## config.mk

```make
export PLATFORM = sky130hd
export DESIGN_NAME = sac_spi_audio
export DESIGN_NICKNAME = d
export VERILOG_FILES = /design/src/hdl/sac_pkg.sv /design/src/hdl/sac_spi_audio.sv /design/src/hdl/sac_sync.sv /design/src/hdl/sac_slot_timer.sv
export VERILOG_INCLUDE_DIRS = /design/src /design/src/hdl
export SDC_FILE = /design/constraint.sdc
export NUM_CORES = 1
export LEC_CHECK = 0
export BUFFER_PORTS_ARGS = -buffer_cell sky130_fd_sc_hd__buf_2
export CAP_MARGIN = 25
export CORE_ASPECT_RATIO = 1.25
export CORE_MARGIN = 4
export CORE_UTILIZATION = 25
export CTS_BUF_LIST = sky130_fd_sc_hd__clkbuf_16
export DETAILED_ROUTE_END_ITERATION = 7
export PLACE_DENSITY = 0.5
export SETUP_SLACK_MARGIN = 0.2
export SLEW_MARGIN = 10
export SYNTH_ARGS = -nofsm -noshare
export SYNTH_HDL_FRONTEND = slang
export SYNTH_SLANG_ARGS = --single-unit
```

## constraint.sdc

```tcl
create_clock -name i_clk_sys -period 3.4 [get_ports i_clk_sys]
set_input_delay 0.34 -clock i_clk_sys [delete_from_list [all_inputs] [get_ports i_clk_sys]]
set_output_delay 0.34 -clock i_clk_sys [all_outputs]
set_load 0.05 [all_outputs]
```

## src/hdl/sac_defines.svh

```systemverilog
// Register map, field positions, reset values and link timing for the audio port.
`ifndef SAC_DEFINES_SVH
`define SAC_DEFINES_SVH
`define SAC_ADDR_W      8
`define SAC_OFS_CTRL    8'h00
`define SAC_OFS_CTRL2   8'h04
`define SAC_OFS_STAT    8'h08
`define SAC_OFS_MASK    8'h0C
`define SAC_OFS_TXB     8'h10
`define SAC_OFS_RXB     8'h14
`define SAC_RST_WORD    32'h0000_0000
`define SAC_B_ON        15
`define SAC_B_RX_SEXT   15
`define SAC_B_FRM_EN    12
`define SAC_B_RXOVF_EN  11
`define SAC_B_TXUND_EN  10
`define SAC_B_IGN_RXOVF 9
`define SAC_B_IGN_TXUND 8
`define SAC_B_AUD_EN    7
`define SAC_B_MONO      3
`define SAC_B_PROT_HI   1
`define SAC_B_PROT_LO   0
`define SAC_CTRL2_WMASK (32'h0000_9F8B)
`define SAC_CTRL2_LOCK  (32'h0000_008B)
`define SAC_STAT_W      5
`define SAC_S_RXOVF     0
`define SAC_S_TXUND     1
`define SAC_S_FRM       2
`define SAC_S_ERR       3
`define SAC_S_RXRDY     4
`define SAC_S_RXFULL    8
`define SAC_S_TXFULL    9
`define SAC_S_HALT      10
`define SAC_WORD_W      16
`define SAC_MSB         15
`define SAC_LAST_BIT    4'hF
`define SAC_WORD_OFF    6'd16
`define SAC_POS_LEFT    6'h00
`define SAC_POS_RIGHT   6'h20
`define SAC_POS_IDLE    6'h3F
`define SAC_DLY_I2S     5'h01
`define SAC_DLY_LJ      5'h00
`define SAC_DLY_RJ      5'h10
`define SAC_DLY_PCM     5'h01
`endif

```

## src/hdl/sac_pkg.sv

```systemverilog
// Types shared by the audio port modules.
`include "sac_defines.svh"
package sac_pkg;
  typedef enum logic [2:0] {
    fmt_i2s = 3'b000,
    fmt_lj  = 3'b001,
    fmt_rj  = 3'b010,
    fmt_pcm = 3'b011,
    fmt_spi = 3'b100
  } sac_fmt_t;
  typedef enum logic [1:0] {
    st_idle = 2'b00,
    st_run  = 2'b01,
    st_halt = 2'b10
  } sac_state_t;
  typedef struct packed {logic sck; logic ws; logic sdi;} sac_link_t;
  typedef struct packed {
    logic strobe; logic window; logic word_end; logic right; logic frame_err;
  } sac_slot_t;
  function automatic logic [31:0] sac_sext(input logic [`SAC_WORD_W-1:0] w);
    return {{(32-`SAC_WORD_W){w[`SAC_MSB]}}, w};
  endfunction : sac_sext
endpackage : sac_pkg

```

## src/hdl/sac_spi_audio.sv

```systemverilog
// Audio serial port: register slave, link shifter, error events and interrupt.
//
// Implementation choices: strobed register access and the placing of the registers.
`include "sac_defines.svh"

module sac_spi_audio import sac_pkg::*; (
  input  wire logic                  i_clk_sys,
  input  wire logic                  i_reset,
  input  wire logic [`SAC_ADDR_W-1:0] i_addr,
  input  wire logic [31:0]           i_wdata,
  input  wire logic                  i_wr,
  input  wire logic                  i_rd,
  output logic      [31:0]           o_rdata,
  output logic                       o_irq,
  input  wire logic                  i_sck,
  input  wire logic                  i_ws,
  input  wire logic                  i_sdi,
  output logic                       o_sdo,
  output logic                       o_sdo_oe
);
  sac_link_t              link_raw;
  sac_link_t              link;
  sac_slot_t              slot;
  sac_fmt_t               fmt;
  sac_state_t             state;
  sac_state_t             next_state;
  logic                   ctrl_on;
  logic [31:0]            ctrl2;
  logic [`SAC_STAT_W-1:0] stat;
  logic [`SAC_STAT_W-1:0] mask;
  logic [`SAC_STAT_W-1:0] stat_set;
  logic [`SAC_MSB:0]      tx_buf;
  logic [`SAC_MSB:0]      tx_shift;
  logic [`SAC_MSB:0]      tx_repeat;
  logic [`SAC_MSB:0]      tx_load;
  logic [`SAC_MSB:0]      rx_buf;
  logic [`SAC_MSB:0]      rx_shift;
  logic [`SAC_MSB:0]      rx_word;
  logic                   tx_full;
  logic                   rx_full;
  logic                   sck_prev;
  logic                   run;
  logic                   audio;
  logic                   mono;
  logic                   bit_take;
  logic                   word_done;
  logic                   tx_pop;
  logic                   rx_accept;
  logic                   rx_ovf;
  logic                   tx_und;
  logic                   frm_err;
  logic                   err_evt;
  logic                   wr_ctrl;
  logic                   wr_ctrl2;
  logic                   wr_stat;
  logic                   wr_mask;
  logic                   wr_txb;
  logic                   rd_rxb;
  logic [31:0]            rd_value;

  assign link_raw = '{sck: i_sck, ws: i_ws, sdi: i_sdi};

  sac_sync u_sync (
    .i_clk_sys (i_clk_sys),
    .i_reset   (i_reset),
    .i_async   (link_raw),
    .o_sync    (link)
  );

  always_ff @(posedge i_clk_sys) begin
    if (i_reset) begin
      sck_prev <= 1'b0;
    end else begin
      sck_prev <= link.sck;
    end
  end

  assign run = state == st_run;

  assign audio = ctrl2[`SAC_B_AUD_EN];
  assign fmt  = audio ? sac_fmt_t'({1'b0, ctrl2[`SAC_B_PROT_HI:`SAC_B_PROT_LO]}) : fmt_spi;
  assign mono = audio & ctrl2[`SAC_B_MONO];

  sac_slot_timer u_slot (
    .i_clk_sys (i_clk_sys),
    .i_reset   (i_reset),
    .i_run     (run),
    .i_rise    (link.sck & ~sck_prev),
    .i_ws      (link.ws),
    .i_fmt     (fmt),
    .o_slot    (slot)
  );

  assign bit_take  = slot.window;
  assign word_done = bit_take & slot.word_end;
  assign tx_pop    = word_done & ~(mono & ~slot.right);
  assign rx_word   = {rx_shift[`SAC_MSB-1:0], link.sdi};
  // A read in the same cycle frees the holding register, so the word is kept.
  assign rx_accept = word_done & (~rx_full | rd_rxb);
  assign rx_ovf    = word_done & rx_full & ~rd_rxb;
  assign tx_und    = tx_pop & ~tx_full;
  assign frm_err   = slot.frame_err;

  always_comb begin
    err_evt = 1'b0;
    if (frm_err && ctrl2[`SAC_B_FRM_EN]) begin
      err_evt = 1'b1;
    end
    if (rx_ovf && ctrl2[`SAC_B_RXOVF_EN]) begin
      err_evt = 1'b1;
    end
    if (tx_und && ctrl2[`SAC_B_TXUND_EN]) begin
      err_evt = 1'b1;
    end
  end

  always_comb begin
    stat_set                = '0;
    stat_set[`SAC_S_RXOVF] = rx_ovf;
    stat_set[`SAC_S_TXUND] = tx_und;
    stat_set[`SAC_S_FRM]   = frm_err;
    stat_set[`SAC_S_ERR]   = err_evt;
    stat_set[`SAC_S_RXRDY] = rx_accept;
  end

  assign wr_ctrl  = i_wr & (i_addr == `SAC_OFS_CTRL);
  assign wr_ctrl2 = i_wr & (i_addr == `SAC_OFS_CTRL2);
  assign wr_stat  = i_wr & (i_addr == `SAC_OFS_STAT);
  assign wr_mask  = i_wr & (i_addr == `SAC_OFS_MASK);
  assign wr_txb   = i_wr & (i_addr == `SAC_OFS_TXB);
  assign rd_rxb   = i_rd & (i_addr == `SAC_OFS_RXB);

  always_comb begin
    next_state = state;
    case (state)
      st_idle: begin
        if (ctrl_on) begin
          next_state = st_run;
        end
      end
      st_run: begin
        if (!ctrl_on) begin
          next_state = st_idle;
        end else if (rx_ovf && !ctrl2[`SAC_B_IGN_RXOVF]) begin
          next_state = st_halt;
        end else if (tx_und && !ctrl2[`SAC_B_IGN_TXUND]) begin
          next_state = st_halt;
        end
      end
      st_halt: begin
        if (!ctrl_on) begin
          next_state = st_idle;
        end
      end
      default: next_state = st_idle;
    endcase
  end

  always_ff @(posedge i_clk_sys) begin
    if (i_reset) begin
      state <= st_idle;
    end else begin
      state <= next_state;
    end
  end

  always_ff @(posedge i_clk_sys) begin
    if (i_reset) begin
      ctrl_on <= 1'b0;
    end else if (wr_ctrl) begin
      ctrl_on <= i_wdata[`SAC_B_ON];
    end
  end

  always_ff @(posedge i_clk_sys) begin
    if (i_reset) begin
      ctrl2 <= `SAC_RST_WORD;
    end else if (wr_ctrl2) begin
      if (ctrl_on) begin
        ctrl2 <= (i_wdata & `SAC_CTRL2_WMASK & ~`SAC_CTRL2_LOCK)
                 | (ctrl2 & `SAC_CTRL2_LOCK);
      end else begin
        ctrl2 <= i_wdata & `SAC_CTRL2_WMASK;
      end
    end
  end

  // Hardware set wins over a write-one clear in the same cycle.
  always_ff @(posedge i_clk_sys) begin
    if (i_reset) begin
      stat <= '0;
    end else begin
      stat <= (stat & ~(wr_stat ? i_wdata[`SAC_STAT_W-1:0] : '0)) | stat_set;
    end
  end

  always_ff @(posedge i_clk_sys) begin
    if (i_reset) begin
      mask <= '0;
    end else if (wr_mask) begin
      mask <= i_wdata[`SAC_STAT_W-1:0];
    end
  end

  assign o_irq = |(stat & mask);

  // A write in the cycle of a pop refills the buffer rather than losing the word.
  always_ff @(posedge i_clk_sys) begin
    if (i_reset) begin
      tx_full <= 1'b0;
      tx_buf  <= '0;
    end else begin
      if (tx_pop) begin
        tx_full <= 1'b0;
      end
      if (wr_txb) begin
        tx_full <= 1'b1;
        tx_buf  <= i_wdata[`SAC_MSB:0];
      end
    end
  end

  assign tx_load = tx_pop ? (tx_full ? tx_buf : '0) : tx_repeat;

  always_ff @(posedge i_clk_sys) begin
    if (i_reset || !run) begin
      tx_shift <= '0;
    end else if (word_done) begin
      tx_shift <= tx_load;
    end else if (bit_take) begin
      tx_shift <= {tx_shift[`SAC_MSB-1:0], 1'b0};
    end
  end

  always_ff @(posedge i_clk_sys) begin
    if (i_reset) begin
      tx_repeat <= '0;
    end else if (tx_pop) begin
      tx_repeat <= tx_load;
    end
  end

  always_ff @(posedge i_clk_sys) begin
    if (i_reset) begin
      rx_shift <= '0;
    end else if (bit_take) begin
      rx_shift <= rx_word;
    end
  end

  always_ff @(posedge i_clk_sys) begin
    if (i_reset) begin
      rx_full <= 1'b0;
      rx_buf  <= '0;
    end else if (rx_accept) begin
      rx_full <= 1'b1;
      rx_buf  <= rx_word;
    end else if (rd_rxb) begin
      rx_full <= 1'b0;
    end
  end

  // The data line is released outside a serial select so several devices can share it.
  always_ff @(posedge i_clk_sys) begin
    if (i_reset) begin
      o_sdo    <= 1'b0;
      o_sdo_oe <= 1'b0;
    end else begin
      o_sdo    <= run & tx_shift[`SAC_MSB];
      o_sdo_oe <= run & (audio | ~link.ws);
    end
  end

  always_comb begin
    case (i_addr)
      `SAC_OFS_CTRL:  rd_value = 32'(ctrl_on) << `SAC_B_ON;
      `SAC_OFS_CTRL2: rd_value = ctrl2;
      `SAC_OFS_STAT:  rd_value = 32'(stat) | (32'(rx_full) << `SAC_S_RXFULL)
                                 | (32'(tx_full) << `SAC_S_TXFULL)
                                 | (32'(state == st_halt) << `SAC_S_HALT);
      `SAC_OFS_MASK:  rd_value = 32'(mask);
      `SAC_OFS_RXB:   rd_value = ctrl2[`SAC_B_RX_SEXT] ? sac_sext(rx_buf) : 32'(rx_buf);
      default:        rd_value = '0;
    endcase
  end

  always_ff @(posedge i_clk_sys) begin
    if (i_reset) begin
      o_rdata <= '0;
    end else begin
      o_rdata <= i_rd ? rd_value : '0;
    end
  end
endmodule : sac_spi_audio

```

## src/hdl/sac_sync.sv

```systemverilog
// Three-stage synchroniser with agreement filter for the link pins.
`include "sac_defines.svh"
module sac_sync import sac_pkg::*; (
  input  wire logic      i_clk_sys,
  input  wire logic      i_reset,
  input  wire sac_link_t i_async,
  output sac_link_t      o_sync
);
  logic [2:0] s1;
  logic [2:0] s2;
  logic [2:0] s3;
  // A change is taken only once the second and third stages agree.
  always_ff @(posedge i_clk_sys) begin
    if (i_reset) begin
      s1     <= 3'h0;
      s2     <= 3'h0;
      s3     <= 3'h0;
      o_sync <= sac_link_t'(3'h0);
    end else begin
      s1     <= i_async;
      s2     <= s1;
      s3     <= s2;
      o_sync <= sac_link_t'((s2 & s3) | ((s2 ^ s3) & o_sync));
    end
  end
endmodule : sac_sync

```

## src/hdl/sac_slot_timer.sv

```systemverilog
// Bit position tracker: slot boundaries, data window and frame errors.
`include "sac_defines.svh"
module sac_slot_timer import sac_pkg::*; (
  input  wire logic     i_clk_sys,
  input  wire logic     i_reset,
  input  wire logic     i_run,
  input  wire logic     i_rise,
  input  wire logic     i_ws,
  input  wire sac_fmt_t i_fmt,
  output sac_slot_t     o_slot
);
  logic [5:0] pos;
  logic       ws_prev;
  logic       synced;
  logic       edge_ws;
  logic       bnd;
  logic [5:0] bpos;
  logic [5:0] npos;
  logic [4:0] dly;
  logic [5:0] off;
  logic       spi;
  assign edge_ws = i_ws != ws_prev;
  assign spi     = i_fmt == fmt_spi;
  always_comb begin
    bnd  = edge_ws;
    bpos = i_ws ? `SAC_POS_LEFT : `SAC_POS_RIGHT;
    dly  = `SAC_DLY_LJ;
    case (i_fmt)
      fmt_i2s: begin
        bpos = i_ws ? `SAC_POS_RIGHT : `SAC_POS_LEFT;
        dly  = `SAC_DLY_I2S;
      end
      fmt_lj: dly = `SAC_DLY_LJ;
      fmt_rj: dly = `SAC_DLY_RJ;
      fmt_pcm: begin
        bnd  = edge_ws & i_ws;
        bpos = `SAC_POS_LEFT;
        dly  = `SAC_DLY_PCM;
      end
      default: begin
        bnd  = i_ws;
        bpos = `SAC_POS_IDLE;
      end
    endcase
    npos = bnd ? bpos : pos + 6'h01;
    off  = {1'b0, npos[4:0]} - {1'b0, dly};
    o_slot.strobe = i_rise & i_run;
    o_slot.right  = ~spi & npos[5];
    if (spi) begin
      o_slot.window    = o_slot.strobe & ~i_ws;
      o_slot.word_end  = npos[3:0] == `SAC_LAST_BIT;
      o_slot.frame_err = o_slot.strobe & edge_ws & i_ws & synced
                         & (pos[3:0] != `SAC_LAST_BIT);
    end else begin
      o_slot.window    = o_slot.strobe & (synced | bnd) & (off < `SAC_WORD_OFF);
      o_slot.word_end  = off[3:0] == `SAC_LAST_BIT;
      o_slot.frame_err = o_slot.strobe & bnd & synced & (pos + 6'h01 != bpos);
    end
  end
  // In the serial mode the select is only seen on clock edges, so a select that
  // drops without clocking is noticed at the next edge.
  always_ff @(posedge i_clk_sys) begin
    if (i_reset) begin
      pos     <= `SAC_POS_IDLE;
      ws_prev <= 1'b0;
      synced  <= 1'b0;
    end else if (!i_run) begin
      // While stopped the detector follows the line, so the first select edge after a start
      // is a real boundary and not lost against a fixed reset level.
      pos     <= `SAC_POS_IDLE;
      ws_prev <= i_ws;
      synced  <= 1'b0;
    end else if (i_rise) begin
      pos     <= npos;
      ws_prev <= i_ws;
      synced  <= spi ? ~i_ws : (synced | bnd);
    end
  end
endmodule : sac_slot_timer

```

==> metrics.yaml <==
cts_buffers: 17
cap_viol_max_count: 0
wl_met1_microns: 7470
synth-async-reset-ratio_pct: 0
post_drt_wl_per_cell_microns: 15.9
cp-start-kind: "flip-flop"
coreArea_sq_um: 25400
synthDistinctLibCells: 62
wl_met3_microns: 581
wirelength_microns: 17400
yosysSeqAreaShare_pct: 44.7
crit_end: "tx_shift[8]"
firstDrtPassIters: 5
grt_pass1_vias: 4986
grt_max_degree: 54
drtIter0Drc: 357
clock-sinks: 144
dpl_cell_area_sq_um: 7170
tightest_slew_ns: 0.782
min_period_over_period_pct: 92.5
fmax_ghz: 0.318
regArea_sq_um: 2880
critical_path_class: "flip-flop to flip-flop"
ant_nets: 0
r2r-end: "tx_shift[8]"
critical_path_arrival_ns: 3.49
crit_required_ns: 3.74
ioPinCount: 82
crit_chain: "inv_2 > ha_4 > a21bo_4 > buf_4 > and3_4 > a21oi_4 > ha_4 > nor2_1 > o311a_1 > a31oi_4 > a2111oi_4 > and3_4 > clkbuf_16 > o2bb2ai_1"
drv_slew: 0
synth_ff_type: "dfxtp_1"
htree_levels: 4
final_cell_area_sq_um: 8030
stdcell_count: 1099
preCtsSetupSlack_ns: 0.0390
synth_area_sq_um: 6450
grtUsageTotal_pct: 12.1
final.setup.tns_ns: 0
rows: 65
syn-instance-count: 687
vias: 5208
syn_to_final_growth_pct: 24.4
drcViolationCount: 0
worst_slack_ns: 0.256
diodes: 0
status: "complete, no violations"
antenna_found_initial: 0
fin_util_pct: 31.6
syn_nets: 742
root_buffer: "clkbuf_16"
clkSlewWorstSetupHoldPaths_ns: 0.06
setup_violations: 0
die_y_microns: 188
avgSynthCellArea_sq_um: 9.39
worstSkewPairLatency_ns: 0.43
grt_pass1_wl_microns: 27200
vias_per_cell: 4.74
rsz0062_at_grt: "yes"
static-leakage-power_nw: 3.26
fp.dieW_microns: 152
timing.final.crit_period_ns: 3.14
ff2ff_path_depth: 14
cts_tree: "done"
dp_cells: 1057
route.met2.wl_microns: 8950
slowest_delay_ns: 0.47
synth-seq-cells: 144
nNetsFinal: 806
yosys_warnings: 0
path_max_fanout: 7
drive_above_1_share_pct: 24.6
gp_congestion: 0.844
min_path_type: "input pin to flip-flop"
cpMaxStageDelayCell: "a2111oi_4"
rrSetupSlack_ns: 0.26
timing.rr.start: "u_slot.ws_prev"
multi_input_comb_area_sq_um: 3340
ir_drop_v: 0.000316
start_util_pct: 25.4
synth_edf_count: 0
cts.path.max_buffers: 2
finalPower_mw: 3.50
fillers: 2693
routed.top_layer: "met4"
io_buffers: 65
relSlewSlack_pct: 47.3
p_per_area_nw_per_um2: 436
fin_skew_ns: 0.00897
overflow: 0
hpwl_microns: 12000
finalHoldViolCount: 0
die_area_sq_um: 28500
startpoint: "u_slot.ws_prev"
whs_ns: 0.121
cp-end-kind: "flip-flop"
## worst min-delay path by stage
stage	start	end	slack, ns	cells after the start
after floorplan	tx_shift[15]	o_sdo	0.41	2
after global placement	u_sync.s1[1]	u_sync.s2[1]	0.42	1
after detailed placement	u_sync.s1[0]	u_sync.s2[0]	0.43	1
after CTS	i_sck	u_sync.s1[2]	0.11	2
after global routing	i_sck	u_sync.s1[2]	0.12	2
final	i_sdi	u_sync.s1[0]	0.12	2
## synthesized netlist by cell type (all sizes together), types with 4 or more instances
cell type  instances  share of area [%]
nand4              5               0.48
mux2              18                3.1
and3              10                1.0
inv                6               0.35
nand3             40                3.1
buf               35                3.7
a21oi             38                2.9
nor2b             17                1.6
ha                 8                1.6
a222oi             4               0.62
nor2              84                4.9
clkbuf            32                1.9
nand2             46                2.7
and2               5               0.48
o2111ai            5               0.78
a31oi              4               0.39
dfxtp            144                 45
nor3b             20                2.3
nand2b             5               0.48
mux2i             71                 11
o21ai              7               0.54
a22o               5               0.68
o2bb2ai           14                1.9
nor3               4               0.31
a22oi             10                1.2
## cells in the final DEF (no fill, tap or decap), types with 3 or more instances in the layout
cell / synthesis / layout
mux2i_1: 71 / 71
or2_2: 3 / 3
and3_4: 1 / 3
a21boi_0: 3 / 3
clkinvlp_4: 0 / 9
nor2b_1: 17 / 17
o2bb2ai_1: 14 / 14
nand3_1: 40 / 39
dfxtp_1: 144 / 143
a222oi_1: 4 / 4
o211ai_1: 3 / 3
ha_4: 0 / 4
nand3b_1: 3 / 3
buf_12: 0 / 4
a31oi_1: 4 / 3
inv_1: 6 / 6
nand2b_1: 5 / 5
nor3b_1: 20 / 19
o2111ai_1: 4 / 3
and2_1: 5 / 5
ha_1: 8 / 4
nor3_1: 4 / 4
clkbuf_16: 0 / 21
buf_4: 20 / 38
a21oi_1: 38 / 36
a22o_1: 5 / 5
nand2_1: 46 / 45
a22oi_1: 10 / 10
mux2_2: 18 / 16
buf_2: 10 / 64
a32oi_1: 3 / 3
nand4_1: 5 / 5
o21ai_0: 7 / 6
and3_1: 9 / 7
nor2_1: 84 / 83
## sequential cells by signal, summed over array words and instances (netlist names), 5 cells and up
name        count
tx_buf         16
tx_shift       16
stat            5
ctrl2          10
tx_repeat      16
rx_shift       15
mask            5
u_slot.pos      6
rx_buf         16
o_rdata        17
## critical path, delay by kind of cell, from the launching register on
kind                       cells  cell delay, ns
and+or+nand+nor                3            0.60
DFF                            1            0.33
buffers and inverters          3            0.35
adders and majority gates      2            0.49
AOI/OAI and AO/OA              6            1.28
## repair_timing
action | in CTS | in global routing
pin swaps | 2 | 12
gates cloned | 0 | 4
setup endpoints to repair | 51 | 69
hold buffers | 0 | 0
resized for setup | 8 | 25
setup buffers | 0 | 6
## area by class of cell
type / count / area share, %
Clock buffer: 17 / 5.30
Clock inverter: 15 / 1.54
Inverter: 6 / 0.281
Multi-Input combinational cell: 470 / 41.6
Sequential cell: 144 / 35.9
Tap cell: 335 / 5.22
Timing Repair Buffer: 112 / 10.1
## routing by layer
layer	global-route usage [%]	vias up
li1	-	2567
met1	14.5	2511
met2	20.7	107
met3	2.61	23
met4	5.15	0
met5	0	-
## kinds of logic after synthesis
logic type                 Yosys count  synth area share, %
muxes                               89                 14.2
xor gates and xnor gates             5                0.892
and+or+nand+nor                    249                 19.0
adders and majority gates            8                 1.55
DFF                                144                 44.7
AOI/OAI and AO/OA                  119                 13.8
buffers and inverters               73                 5.95
## report_power, final
part / total, mW / internal (mW) / switching [mW]
Sequential: 1.69 / 1.69 / 0.00196
Combinational: 0.0718 / 0.0228 / 0.0490
Clock: 1.74 / 0.996 / 0.742
Total: 3.50 / 2.71 / 0.793
(Power assumes the default switching activity.)
